===== config.mk =====
export PLATFORM = sky130hd
export DESIGN_NAME = rxcs_sequencer
export DESIGN_NICKNAME = d
export VERILOG_FILES = /design/src/rxcs_sequencer.v /design/src/rxcs_sync.v /design/src/rxcs_lane.v
export VERILOG_INCLUDE_DIRS = /design/src
export SDC_FILE = /design/constraint.sdc
export NUM_CORES = 1
export LEC_CHECK = 0
export BUFFER_PORTS_ARGS = -buffer_cell sky130_fd_sc_hd__buf_2
export CORE_MARGIN = 4
export CORE_UTILIZATION = 25
export DETAILED_ROUTE_END_ITERATION = 7
export PLACE_DENSITY = 0.47
export SLEW_MARGIN = 40
export SYNTH_ARGS = -nofsm -noshare
export SYNTH_HDL_FRONTEND = slang
export SYNTH_SLANG_ARGS = --single-unit
export TNS_END_PERCENT = 100

===== constraint.sdc =====
create_clock -name clk_i -period 3.8 [get_ports clk_i]
set_input_delay 0.76 -clock clk_i [delete_from_list [all_inputs] [get_ports clk_i]]
set_output_delay 0.76 -clock clk_i [all_outputs]
set_load 0.01 [all_outputs]

===== src/rxcs_defs.vh =====
`ifndef RXCS_DEFS_VH
`define RXCS_DEFS_VH

// ROM data path width strap codes
`define RXCS_W8             2'h0
`define RXCS_W16            2'h1
`define RXCS_W32            2'h2

// Settle states after state 1: base of three, minus one for the zero-based counter
`define RXCS_SETTLE_LAST    3'h2

// Address decode of the ROM range: top two address bits
`define RXCS_ROM_HI         23
`define RXCS_ROM_LO         22
`define RXCS_ROM_MATCH      2'h3

// Byte lane masks on the 32-bit expansion data bus
`define RXCS_LANE_B0        4'h1
`define RXCS_LANE_H0        4'h3
`define RXCS_LANE_ALL       4'hf
`define RXCS_LANE_NONE      4'h0

// Phrase geometry
`define RXCS_PHRASE_BYTES   4'h8

`endif


===== src/rxcs_sequencer.v =====
`timescale 1ns/100ps
`default_nettype none
`include "rxcs_defs.vh"

// What this block does
// - Host address strobe is synchronised before the sequencer uses it.
// - Decode address for cycle type; internal masters pipeline with select held.
// - State 1 asserts ROM select, expansion enable, lane output enables, inbound.
// - Internal master cycles drive the address on the edge asserting the strobes.
// - Settle wait length comes from the two-bit memory_config_one field, bits 3-4.
// - Wait input sampled ending state 4 and each wait state until inactive.
// - Final state steers bytes onto 64-bit phrase, latches, releases strobes.
// - For host cycles, acknowledge asserts together with latched read data.
// - Host may read wide ROMs and gets 16-bit reads assembled from 8-bit ROM.
// - Acknowledge and data hold until the third rising edge after the strobe is removed.
// - Zero-wait read takes five active states; slower settings add states.
// - Outputs from rising edge; byte write enables timed from falling edge.
// - Wait and host strobe are sampled only on the rising clock edge.
// - Acknowledge stays asserted until the host withdraws its request.
// - Expansion enable opens the transceivers on every ROM or peripheral transfer.
// - Low and high half output enables also set transceiver direction.
module rxcs_sequencer (
  // Clock, reset, enable
  input  wire        clk_i,
  input  wire        rst_i,
  input  wire        ce_i,
  // Static configuration
  input  wire [1:0]  memory_config_one_wait_i,
  input  wire [1:0]  rom_width_i,
  // Host processor bus
  input  wire        host_address_strobe_n_i,
  input  wire [23:0] host_addr_i,
  input  wire        host_read_i,
  input  wire        host_upper_n_i,
  input  wire        host_lower_n_i,
  input  wire [15:0] host_wdata_i,
  output wire        transfer_ack_n_o,
  output wire [15:0] host_rdata_o,
  output wire        host_rdata_oe_o,
  // Internal masters
  input  wire        int_req_i,
  input  wire [23:0] int_addr_i,
  input  wire        int_read_i,
  input  wire [31:0] int_wdata_i,
  output wire        int_accept_o,
  output wire        int_done_o,
  output wire [63:0] int_rdata_o,
  // Expansion side
  input  wire        wait_request_n_i,
  input  wire [31:0] xd_i,
  output wire [31:0] xd_o,
  output wire        xd_oe_o,
  output wire [23:0] addr_o,
  output wire        addr_oe_o,
  output wire        rom_select_n_o,
  output wire        expansion_enable_n_o,
  output wire [1:0]  output_enable_n_o,
  output wire [3:0]  write_enable_n_o,
  output wire        xcvr_outbound_o
);

  localparam [5:0] S_IDLE   = 6'h01;
  localparam [5:0] S_ACT    = 6'h02;
  localparam [5:0] S_SETTLE = 6'h04;
  localparam [5:0] S_WAIT   = 6'h08;
  localparam [5:0] S_FINAL  = 6'h10;
  localparam [5:0] S_HOLD   = 6'h20;

  reg  [5:0]  state_q;
  reg         owner_host_q;
  reg         read_q;
  reg         rom_q;
  reg         two_beats_q;
  reg         beat_q;
  reg         upper_q;
  reg         lower_q;
  reg  [2:0]  cnt_q;
  reg  [23:0] addr_q;
  reg         addr_oe_q;
  reg  [15:0] host_wdata_q;
  reg  [31:0] int_wdata_q;
  reg  [63:0] phrase_q;
  reg  [15:0] host_rdata_q;
  reg         host_rdata_oe_q;
  reg         ack_n_q;
  reg  [63:0] int_rdata_q;
  reg         int_done_q;
  reg         sel_n_q;
  reg         exp_n_q;
  reg  [31:0] xd_q;
  reg         xd_oe_q;
  reg  [3:0]  we_n_q;

  wire        strobe_n_s;
  wire        host_req;
  wire        last_beat;
  wire        int_is_rom;
  wire [63:0] lane_data;
  wire [7:0]  lane_mask;
  reg  [3:0]  bmask;
  reg  [31:0] wdata_lane;
  reg  [63:0] phrase_d;
  wire [63:0] host_word;
  integer     i;

  rxcs_sync #(
    .RESET_VAL (1'b1)
  ) u_strobe_sync (
    .clk_i (clk_i),
    .rst_i (rst_i),
    .ce_i  (ce_i),
    .d_i   (host_address_strobe_n_i),
    .q_o   (strobe_n_s)
  );

  rxcs_lane u_lane (
    .data_i  (xd_i),
    .bmask_i (bmask),
    .width_i (rom_width_i),
    .off_i   (addr_q[2:0]),
    .data_o  (lane_data),
    .bmask_o (lane_mask)
  );

  // Host request is seen only through the rising-edge synchroniser
  assign host_req   = ~strobe_n_s;
  assign last_beat  = ~two_beats_q | beat_q;
  assign int_is_rom = int_addr_i[`RXCS_ROM_HI:`RXCS_ROM_LO] == `RXCS_ROM_MATCH;
  // Internal masters may queue the next access while the current one finishes
  assign int_accept_o = ((state_q == S_IDLE) & ~host_req) |
                        ((state_q == S_FINAL) & ~owner_host_q & last_beat & ~host_req &
                         (int_is_rom == rom_q));

  assign host_word = phrase_d >> {~addr_q[2:1], 4'h0};

  // Byte lanes used by the current beat on the 32-bit expansion bus
  always @* begin
    case (rom_width_i)
      `RXCS_W8:  bmask = `RXCS_LANE_B0;
      `RXCS_W16: bmask = owner_host_q ? {2'b00, upper_q, lower_q} : `RXCS_LANE_H0;
      default: begin
        if (!owner_host_q)
          bmask = `RXCS_LANE_ALL;
        else if (addr_q[1])
          bmask = {2'b00, upper_q, lower_q};
        else
          bmask = {upper_q, lower_q, 2'b00};
      end
    endcase
  end

  // Write data placed on the lanes of the current beat
  always @* begin
    if (!owner_host_q)
      wdata_lane = int_wdata_q;
    else begin
      case (rom_width_i)
        `RXCS_W8:  wdata_lane = {24'h00_0000,
                                 addr_q[0] ? host_wdata_q[7:0] : host_wdata_q[15:8]};
        `RXCS_W16: wdata_lane = {16'h0000, host_wdata_q};
        default:   wdata_lane = {host_wdata_q, host_wdata_q};
      endcase
    end
  end

  // Merge of this beat into the phrase; 8-bit beats build up a host word
  always @* begin
    phrase_d = phrase_q;
    for (i = 0; i < 8; i = i + 1) begin
      if (lane_mask[i])
        phrase_d[i*8 +: 8] = lane_data[i*8 +: 8];
    end
  end

  always @(posedge clk_i) begin
    if (rst_i) begin
      state_q         <= S_IDLE;
      owner_host_q    <= 1'b0;
      read_q          <= 1'b1;
      rom_q           <= 1'b0;
      two_beats_q     <= 1'b0;
      beat_q          <= 1'b0;
      upper_q         <= 1'b0;
      lower_q         <= 1'b0;
      cnt_q           <= 3'h0;
      addr_q          <= 24'h00_0000;
      addr_oe_q       <= 1'b0;
      host_wdata_q    <= 16'h0000;
      int_wdata_q     <= 32'h0000_0000;
      phrase_q        <= 64'h0000_0000_0000_0000;
      host_rdata_q    <= 16'h0000;
      host_rdata_oe_q <= 1'b0;
      ack_n_q         <= 1'b1;
      int_rdata_q     <= 64'h0000_0000_0000_0000;
      int_done_q      <= 1'b0;
      sel_n_q         <= 1'b1;
      exp_n_q         <= 1'b1;
      xd_q            <= 32'h0000_0000;
      xd_oe_q         <= 1'b0;
    end else if (ce_i) begin
      int_done_q <= 1'b0;
      xd_q       <= wdata_lane;
      case (state_q)
        S_IDLE: begin
          if (host_req) begin
            // Host placed address and strobes before its request
            owner_host_q <= 1'b1;
            read_q       <= host_read_i;
            rom_q        <= host_addr_i[`RXCS_ROM_HI:`RXCS_ROM_LO] == `RXCS_ROM_MATCH;
            upper_q      <= ~host_upper_n_i;
            lower_q      <= ~host_lower_n_i;
            two_beats_q  <= (rom_width_i == `RXCS_W8) & ~host_upper_n_i & ~host_lower_n_i;
            beat_q       <= 1'b0;
            addr_q       <= {host_addr_i[23:1], host_upper_n_i};
            addr_oe_q    <= 1'b0;
            host_wdata_q <= host_wdata_i;
            sel_n_q      <= ~(host_addr_i[`RXCS_ROM_HI:`RXCS_ROM_LO] == `RXCS_ROM_MATCH);
            exp_n_q      <= 1'b0;
            xd_oe_q      <= ~host_read_i;
            state_q      <= S_ACT;
          end else if (int_req_i) begin
            owner_host_q <= 1'b0;
            read_q       <= int_read_i;
            rom_q        <= int_is_rom;
            two_beats_q  <= 1'b0;
            beat_q       <= 1'b0;
            addr_q       <= int_addr_i;
            addr_oe_q    <= 1'b1;
            int_wdata_q  <= int_wdata_i;
            sel_n_q      <= ~int_is_rom;
            exp_n_q      <= 1'b0;
            xd_oe_q      <= ~int_read_i;
            state_q      <= S_ACT;
          end
        end
        S_ACT: begin
          cnt_q   <= `RXCS_SETTLE_LAST + {1'b0, memory_config_one_wait_i};
          state_q <= S_SETTLE;
        end
        S_SETTLE: begin
          if (cnt_q != 3'h0)
            cnt_q <= cnt_q - 3'h1;
          else if (wait_request_n_i)
            state_q <= S_FINAL;
          else
            state_q <= S_WAIT;
        end
        S_WAIT: begin
          if (wait_request_n_i)
            state_q <= S_FINAL;
        end
        S_FINAL: begin
          phrase_q <= phrase_d;
          if (!last_beat) begin
            // Second byte of a host word from 8-bit ROM; strobes stay asserted
            beat_q    <= 1'b1;
            addr_q[0] <= 1'b1;
            state_q   <= S_ACT;
          end else if (owner_host_q) begin
            host_rdata_q    <= host_word[15:0];
            host_rdata_oe_q <= read_q;
            ack_n_q         <= 1'b0;
            sel_n_q         <= 1'b1;
            exp_n_q         <= 1'b1;
            xd_oe_q         <= 1'b0;
            addr_oe_q       <= 1'b0;
            state_q         <= S_HOLD;
          end else begin
            int_rdata_q <= phrase_d;
            int_done_q  <= 1'b1;
            if (int_req_i && int_accept_o) begin
              // Pipelined access to the same range keeps the select low
              read_q      <= int_read_i;
              addr_q      <= int_addr_i;
              int_wdata_q <= int_wdata_i;
              xd_oe_q     <= ~int_read_i;
              state_q     <= S_ACT;
            end else begin
              sel_n_q   <= 1'b1;
              exp_n_q   <= 1'b1;
              xd_oe_q   <= 1'b0;
              addr_oe_q <= 1'b0;
              state_q   <= S_IDLE;
            end
          end
        end
        S_HOLD: begin
          if (strobe_n_s) begin
            ack_n_q         <= 1'b1;
            host_rdata_oe_q <= 1'b0;
            state_q         <= S_IDLE;
          end
        end
        default: begin
          state_q <= S_IDLE;
        end
      endcase
    end
  end

  // Byte write enables change on the falling edge, inside the settle and wait states
  always @(negedge clk_i) begin
    if (rst_i)
      we_n_q <= `RXCS_LANE_ALL;
    else if (ce_i)
      we_n_q <= ~(bmask & {4{~read_q & (state_q == S_SETTLE | state_q == S_WAIT)}});
  end

  wire active = state_q == S_ACT | state_q == S_SETTLE | state_q == S_WAIT | state_q == S_FINAL;

  // Output enables also steer the transceivers inbound during reads
  assign output_enable_n_o    = ~({|bmask[3:2], |bmask[1:0]} & {2{read_q & active}});
  assign xcvr_outbound_o      = ~read_q & active;
  assign rom_select_n_o       = sel_n_q;
  assign expansion_enable_n_o = exp_n_q;
  assign write_enable_n_o     = we_n_q;
  assign addr_o               = addr_q;
  assign addr_oe_o            = addr_oe_q;
  assign xd_o                 = xd_q;
  assign xd_oe_o              = xd_oe_q;
  assign transfer_ack_n_o     = ack_n_q;
  assign host_rdata_o         = host_rdata_q;
  assign host_rdata_oe_o      = host_rdata_oe_q;
  assign int_done_o           = int_done_q;
  assign int_rdata_o          = int_rdata_q;

endmodule // rxcs_sequencer

`default_nettype wire


===== src/rxcs_sync.v =====
`timescale 1ns/100ps
`default_nettype none

module rxcs_sync #(
  parameter RESET_VAL = 1'b1
) (
  // Clock and control
  input  wire clk_i,
  input  wire rst_i,
  input  wire ce_i,
  // Asynchronous level in, synchronised level out
  input  wire d_i,
  output wire q_o
);

  reg meta_q;
  reg sync_q;

  always @(posedge clk_i) begin
    if (rst_i) begin
      meta_q <= RESET_VAL;
      sync_q <= RESET_VAL;
    end else if (ce_i) begin
      meta_q <= d_i;
      sync_q <= meta_q;
    end
  end

  assign q_o = sync_q;

endmodule // rxcs_sync

`default_nettype wire


===== src/rxcs_lane.v =====
`timescale 1ns/100ps
`default_nettype none
`include "rxcs_defs.vh"

// Places one beat of expansion bus data into a big-endian 64-bit phrase
module rxcs_lane (
  // Beat in
  input  wire [31:0] data_i,
  input  wire [3:0]  bmask_i,
  input  wire [1:0]  width_i,
  input  wire [2:0]  off_i,
  // Phrase out
  output wire [63:0] data_o,
  output wire [7:0]  bmask_o
);

  reg [3:0] pos;

  always @* begin
    case (width_i)
      `RXCS_W8:  pos = `RXCS_PHRASE_BYTES - {1'b0, off_i} - 4'h1;
      `RXCS_W16: pos = `RXCS_PHRASE_BYTES - {1'b0, off_i[2:1], 1'b0} - 4'h2;
      default:   pos = `RXCS_PHRASE_BYTES - {1'b0, off_i[2], 2'b00} - 4'h4;
    endcase
  end

  assign data_o  = {32'h0000_0000, data_i} << {pos[2:0], 3'b000};
  assign bmask_o = {4'h0, bmask_i} << pos[2:0];

endmodule // rxcs_lane

`default_nettype wire


==> results by stage <==
Outcome:
- The run finished with clean final reports.

Synth:
- The number of different library cells used by synthesis comes to 63.
- The cell count after synthesis came out at 1558.
- The share of synthesized area in the top cell type comes to 0.417.
- Counting every net in the synthesized netlist gives approximately 1700.
- Of the total synthesized cell area, the portion taken by XOR and XNOR cells is 0.000658.
- Counting flops with a built-in enable in the synthesized netlist gives 0.
- The total of flip-flops plus latches after synthesis is 277.
- In the synthesized netlist the dominant register cell turns out to be dfxtp_1.
- Of the post-synthesis cell area, the part taken by muxes is 0.142.
- The fraction of the mapped netlist area in compound gates is 0.198.
- The async set or reset register ratio after synthesis is 0.
- Of all cell types, the one taking the most synthesized area is dfxtp_1.
- After synthesis, the largest family of logic cells by area is compound AO/OA/AOI/OAI gates.
- The synthesized area divided by synthesized cell count is 8.54 sq um.
- Of the total synthesized cell area, the portion taken by AND, OR, NAND and NOR gates is 0.195.
- Yosys printed 0 warnings.
- The arithmetic-cell share of the synthesized area counting full adders, half adders and majority gates is 0.00188.
- The share of the Yosys chip area taken by registers is 0.417.
- After synthesis, the cell types taking the most area are dfxtp_1 42%, mux2i_1 12%, nand2_1 6.4%.
- In this run the cell area of the synthesized design comes to around 0.013 sq mm.

Worst setup path:
- The buffer and inverter count on the worst path is 1.
- The largest fanout of any net on the critical path is 2.
- At the worst endpoint, the required time is 3040 ps.
- The critical path's slowest cell is dfxtp_1.
- For flop-to-flop paths, the worst setup slack is 170 ps.
- Measured in cells, the most critical reg-to-reg path has a length of 5.
- The kind of end point of the critical path is an output port.
- The family of cells with the greatest summed delay on the critical path is flip-flops.
- The endpoint of the worst register-to-register path is write_enable_n_o[2]$_SDFFE_NP1P_.
- The worst flop-to-flop path startpoint is state_q[4]$_SDFFE_PP0P_.
- The worst setup path is launched from a register.
- The number of cells on the critical path is 1.
- The signal on the critical path passes through buf_4.
- Data on the critical path arrives at its endpoint at 3000 ps.
- The critical path in this run is classified as reg2out.
- The delay of the slowest cell on the worst path is 340 ps.

Place:
- Routability-driven placement finished with a final weighted congestion of 0.823.
- OpenSTA, run right after detailed placement, puts the worst setup slack at ~110 ps.
- The quantity of I/O buffers inserted on ports is 291.
- The number of cells in the design after placement is ~2500.
- The detailed-placement wirelength estimate is 35.7 mm.

STA:
- Setup repair after global routing left no endpoint under its margin.
- The summed negative setup slack over all endpoints is 0 ps.
- Across the routed clock network, the largest skew measured is 71.2 ps.
- The worst relative slew slack is 0.419.
- Setup slack on the critical path of the routed design comes to about 35 ps.
- The transition time at the pin with the least slew margin is 872 ps.
- The number of slew-limit violations in the final report is 0.
- Setup violations remaining at the end of the flow were counted as 0.
- The final count of hold timing violations was 0.

Floorplan:
- The number of top-level pins is 293.
- The initialized floorplan defines 84 standard-cell rows.
- Measured along the x axis, the die boundary spans 239 um.
- The region available for standard cell placement spans 0.0527 sq mm.
- From bottom edge to top edge, the die measures approximately 240 um.
- The starting density of the core is 0.253.
- The die area is 0.0570 sq mm.

Pwr:
- The combinational share of power is 0.146.
- Of the total power, registers draw 0.397.
- Power comes to just under 0.008 W.
- The total power per unit cell area is 456 mW/mm^2.
- The clock network power share is 0.457.
- Of the total power, the share spent switching nets is 0.284.
- The largest voltage drop on the vdd net is ~0.00028 V.
- The internal power of the cells is ~0.0055 W.
- For this design the static power due to leakage is 6.81 nW.
- The net switching power is 0.00219 W.

Clocking:
- The clock transition time at the flip-flop clock pins of the worst setup and hold paths is approximately 50 ps.
- The number of hold buffers added after cts is 0.
- The post-CTS setup repair buffer count is 0.
- The clock tree from TritonCTS is built.
- The clock latency on the worst-skew pair is 610 ps.
- No sink is reached through more buffers than the 3 on the longest clock path.
- The clock sink total is 277.
- CTS built an H-tree with a depth of 2.
- Counting the buffers created by CTS gives 37.
- CTS placed an instance of clkbuf_16 at the clock tree root.

Routing:
- The iteration-0 DRC count of the detailed router is about 700.
- The residual DRC count is 0.
- The total via count in the routed design is 12600.
- The detail route stage leaves a number of antenna-violating nets equal to 0.
- The detailed-route wire length per cell is 19.4 um.
- After detailed routing, the total wire length is 49.4 mm.
- Before antenna repair, the detailed router went through 5 iterations.
- In the routed layout, each cell is associated on average with a via count of around 5.

Worst hold path:
- The end of the worst hold path is lower_q$_SDFFE_PP0P_.
- The launch instance of the worst min-delay path is host_lower_n_i.
- The type of the worst min-delay path is in2reg.
- The depth of the worst hold-timing path is 2.

Cells and area:
- The final layout contains between 1500 and 2000 nets.
- Of the cells placed in the final design, the portion with a size suffix greater than 1 is 0.255.
- The non-filler instance count after layout is 2538.
- The area growth from synthesis to layout is 27.1%.

GRT:
- The number of antenna violations at the first check in global routing is 5.
- Entering global routing, the biggest net connects between 100 and 150 pins.
- The first global-routing pass estimated 74.0 mm of wire.
- For this run the aggregate overflow at the end of global routing stands at 0.
- The aggregate global-route resource usage is 0.165.
- The number of global-route vias before repair is between 10000 and 15000.

Job:
- The count of maximum capacitance violations is 0.
==> power groups by stage <==
stage                Clock (W)  Sequential [W]  Combinational (W)
finish                 0.00352         0.00306            0.00112
global route           0.00374         0.00307            0.00123
CTS                    0.00364         0.00306            0.00112
detailed placement  0.00000819         0.00312            0.00112
global placement    0.00000819         0.00312            0.00110
floorplan           0.00000819         0.00312           0.000691
==> how the worst max path moves through the flow <==
stage | startpoint | endpoint | slack, ps
finish | write_enable_n_o[3]$_SDFFE_NP1P_ | write_enable_n_o[3] | 40
floorplan | rom_width_i[0] | write_enable_n_o[0]$_SDFFE_NP1P_ | 5
global route | write_enable_n_o[2]$_SDFFE_NP1P_ | write_enable_n_o[2] | 2
CTS | write_enable_n_o[3]$_SDFFE_NP1P_ | write_enable_n_o[3] | 6
global placement | state_q[4]$_SDFFE_PP0P_ | write_enable_n_o[1]$_SDFFE_NP1P_ | 120
detailed placement | state_q[4]$_SDFFE_PP0P_ | write_enable_n_o[2]$_SDFFE_NP1P_ | 110
==> synth_stat cells (3+ instances only) <==
master    number
nand2_1      226
o211ai_1       9
dfxtp_1      277
o211a_1        4
nor4_4         4
a311oi_1      32
or4_1          6
nand3_1       34
a32o_1         5
a211oi_1     103
nand2b_1      11
and2_1         7
o21ai_1        4
clkbuf_1      99
o311ai_0       8
a22oi_1        5
nor2b_1       19
o22ai_1       41
a221oi_1       8
buf_2         21
nand4_1       17
a21oi_1       69
nor3_2         6
nor2_1       199
o21a_1         6
a211o_1       23
buf_1          9
nor3_1         7
o31ai_1        6
mux2i_1      159
o21ai_0       10
buf_4          4
and3_1        16
inv_1         19
a21o_1         7
mux2_2        26
a22o_1         4
a31oi_1       10
nor3b_1        4
or2_2          3
==> per-layer routing <==
layer  routed length, um  GRT usage  vias up
li1                    -          -     6171
met2               22700      0.267      346
met4                1550     0.0605        4
met1               22000      0.217     5965
met5                  34          0        -
met3                3090     0.0374       85
==> registers in the layout, summed over array words and instances (netlist names), 3 cells and up <==
signal / cells
xd_o: 32
int_rdata_o: 64
host_rdata_o: 16
addr_o: 24
phrase_q: 64
cnt_q: 3
int_wdata_q: 32
write_enable_n_o: 4
host_wdata_q: 16
state_q: 6
==> area by class of cell <==
type                    instances  area, sq um
fillers                      5574        35700
diodes                          2         5.00
well taps                     688          861
multi-input cells            1128         7190
inverters                      19         71.3
clock inverters                20          184
repair buffers                353         1990
clock buffers                  51         1060
flip-flops and latches        277         5550
==> kinds of logic (layout without fill, tap and decap cells) <==
logic type,Yosys count,in the layout
buffers and inverters,153,443
AO/OA/AOI/OAI,368,368
XOR/XNOR,1,1
adder cells (fa/ha/maj),2,2
multiplexers,185,185
flip-flops,277,277
other,0,2
AND/OR/NAND/NOR,572,572
==> placed cells by master (no fill, tap or decap), types with 7 or more instances in the layout <==
cell type and n:
clkbuf_16 38, nor2b_1 19, a21oi_1 69, buf_4 54, nand4_1 17, buf_2 289
o211ai_1 9, a31oi_1 10, and2_1 7, o22ai_1 41, o311ai_0 8, a211o_1 23
a221oi_1 7, mux2_2 26, nand2b_1 11, mux2i_1 159, nand3_1 34, o21ai_0 9
a311oi_1 32, clkbuf_1 7, dfxtp_1 274, nand2_1 226, inv_1 21, a21o_1 7
a211oi_1 103, nor2_1 199, and3_1 16
==> per-stage QoR <==
step	hold slack [ps]	instance area (sq um)	util
2_1_floorplan	432	13300	-
3_3_place_gp	434	15600	0.296
3_5_place_dp	436	15600	0.296
4_1_cts	371	16800	0.320
5_1_grt	404	16900	0.321
6_report	414	16900	0.321
==> worst reg2reg max path: cells and delay by family, from the launching register on <==
kind / cells / cell delay [ps]
simple gates: 3 / 930
compound gates: 2 / 410
flops: 1 / 320
==> what timing repair did <==
action | in CTS | in global routing
pin swaps | 0 | 0
gates resized for setup | 1 | 2
endpoints found under the setup margin | 1 | 5
Note: power is estimated with default switching activity, not from simulation.
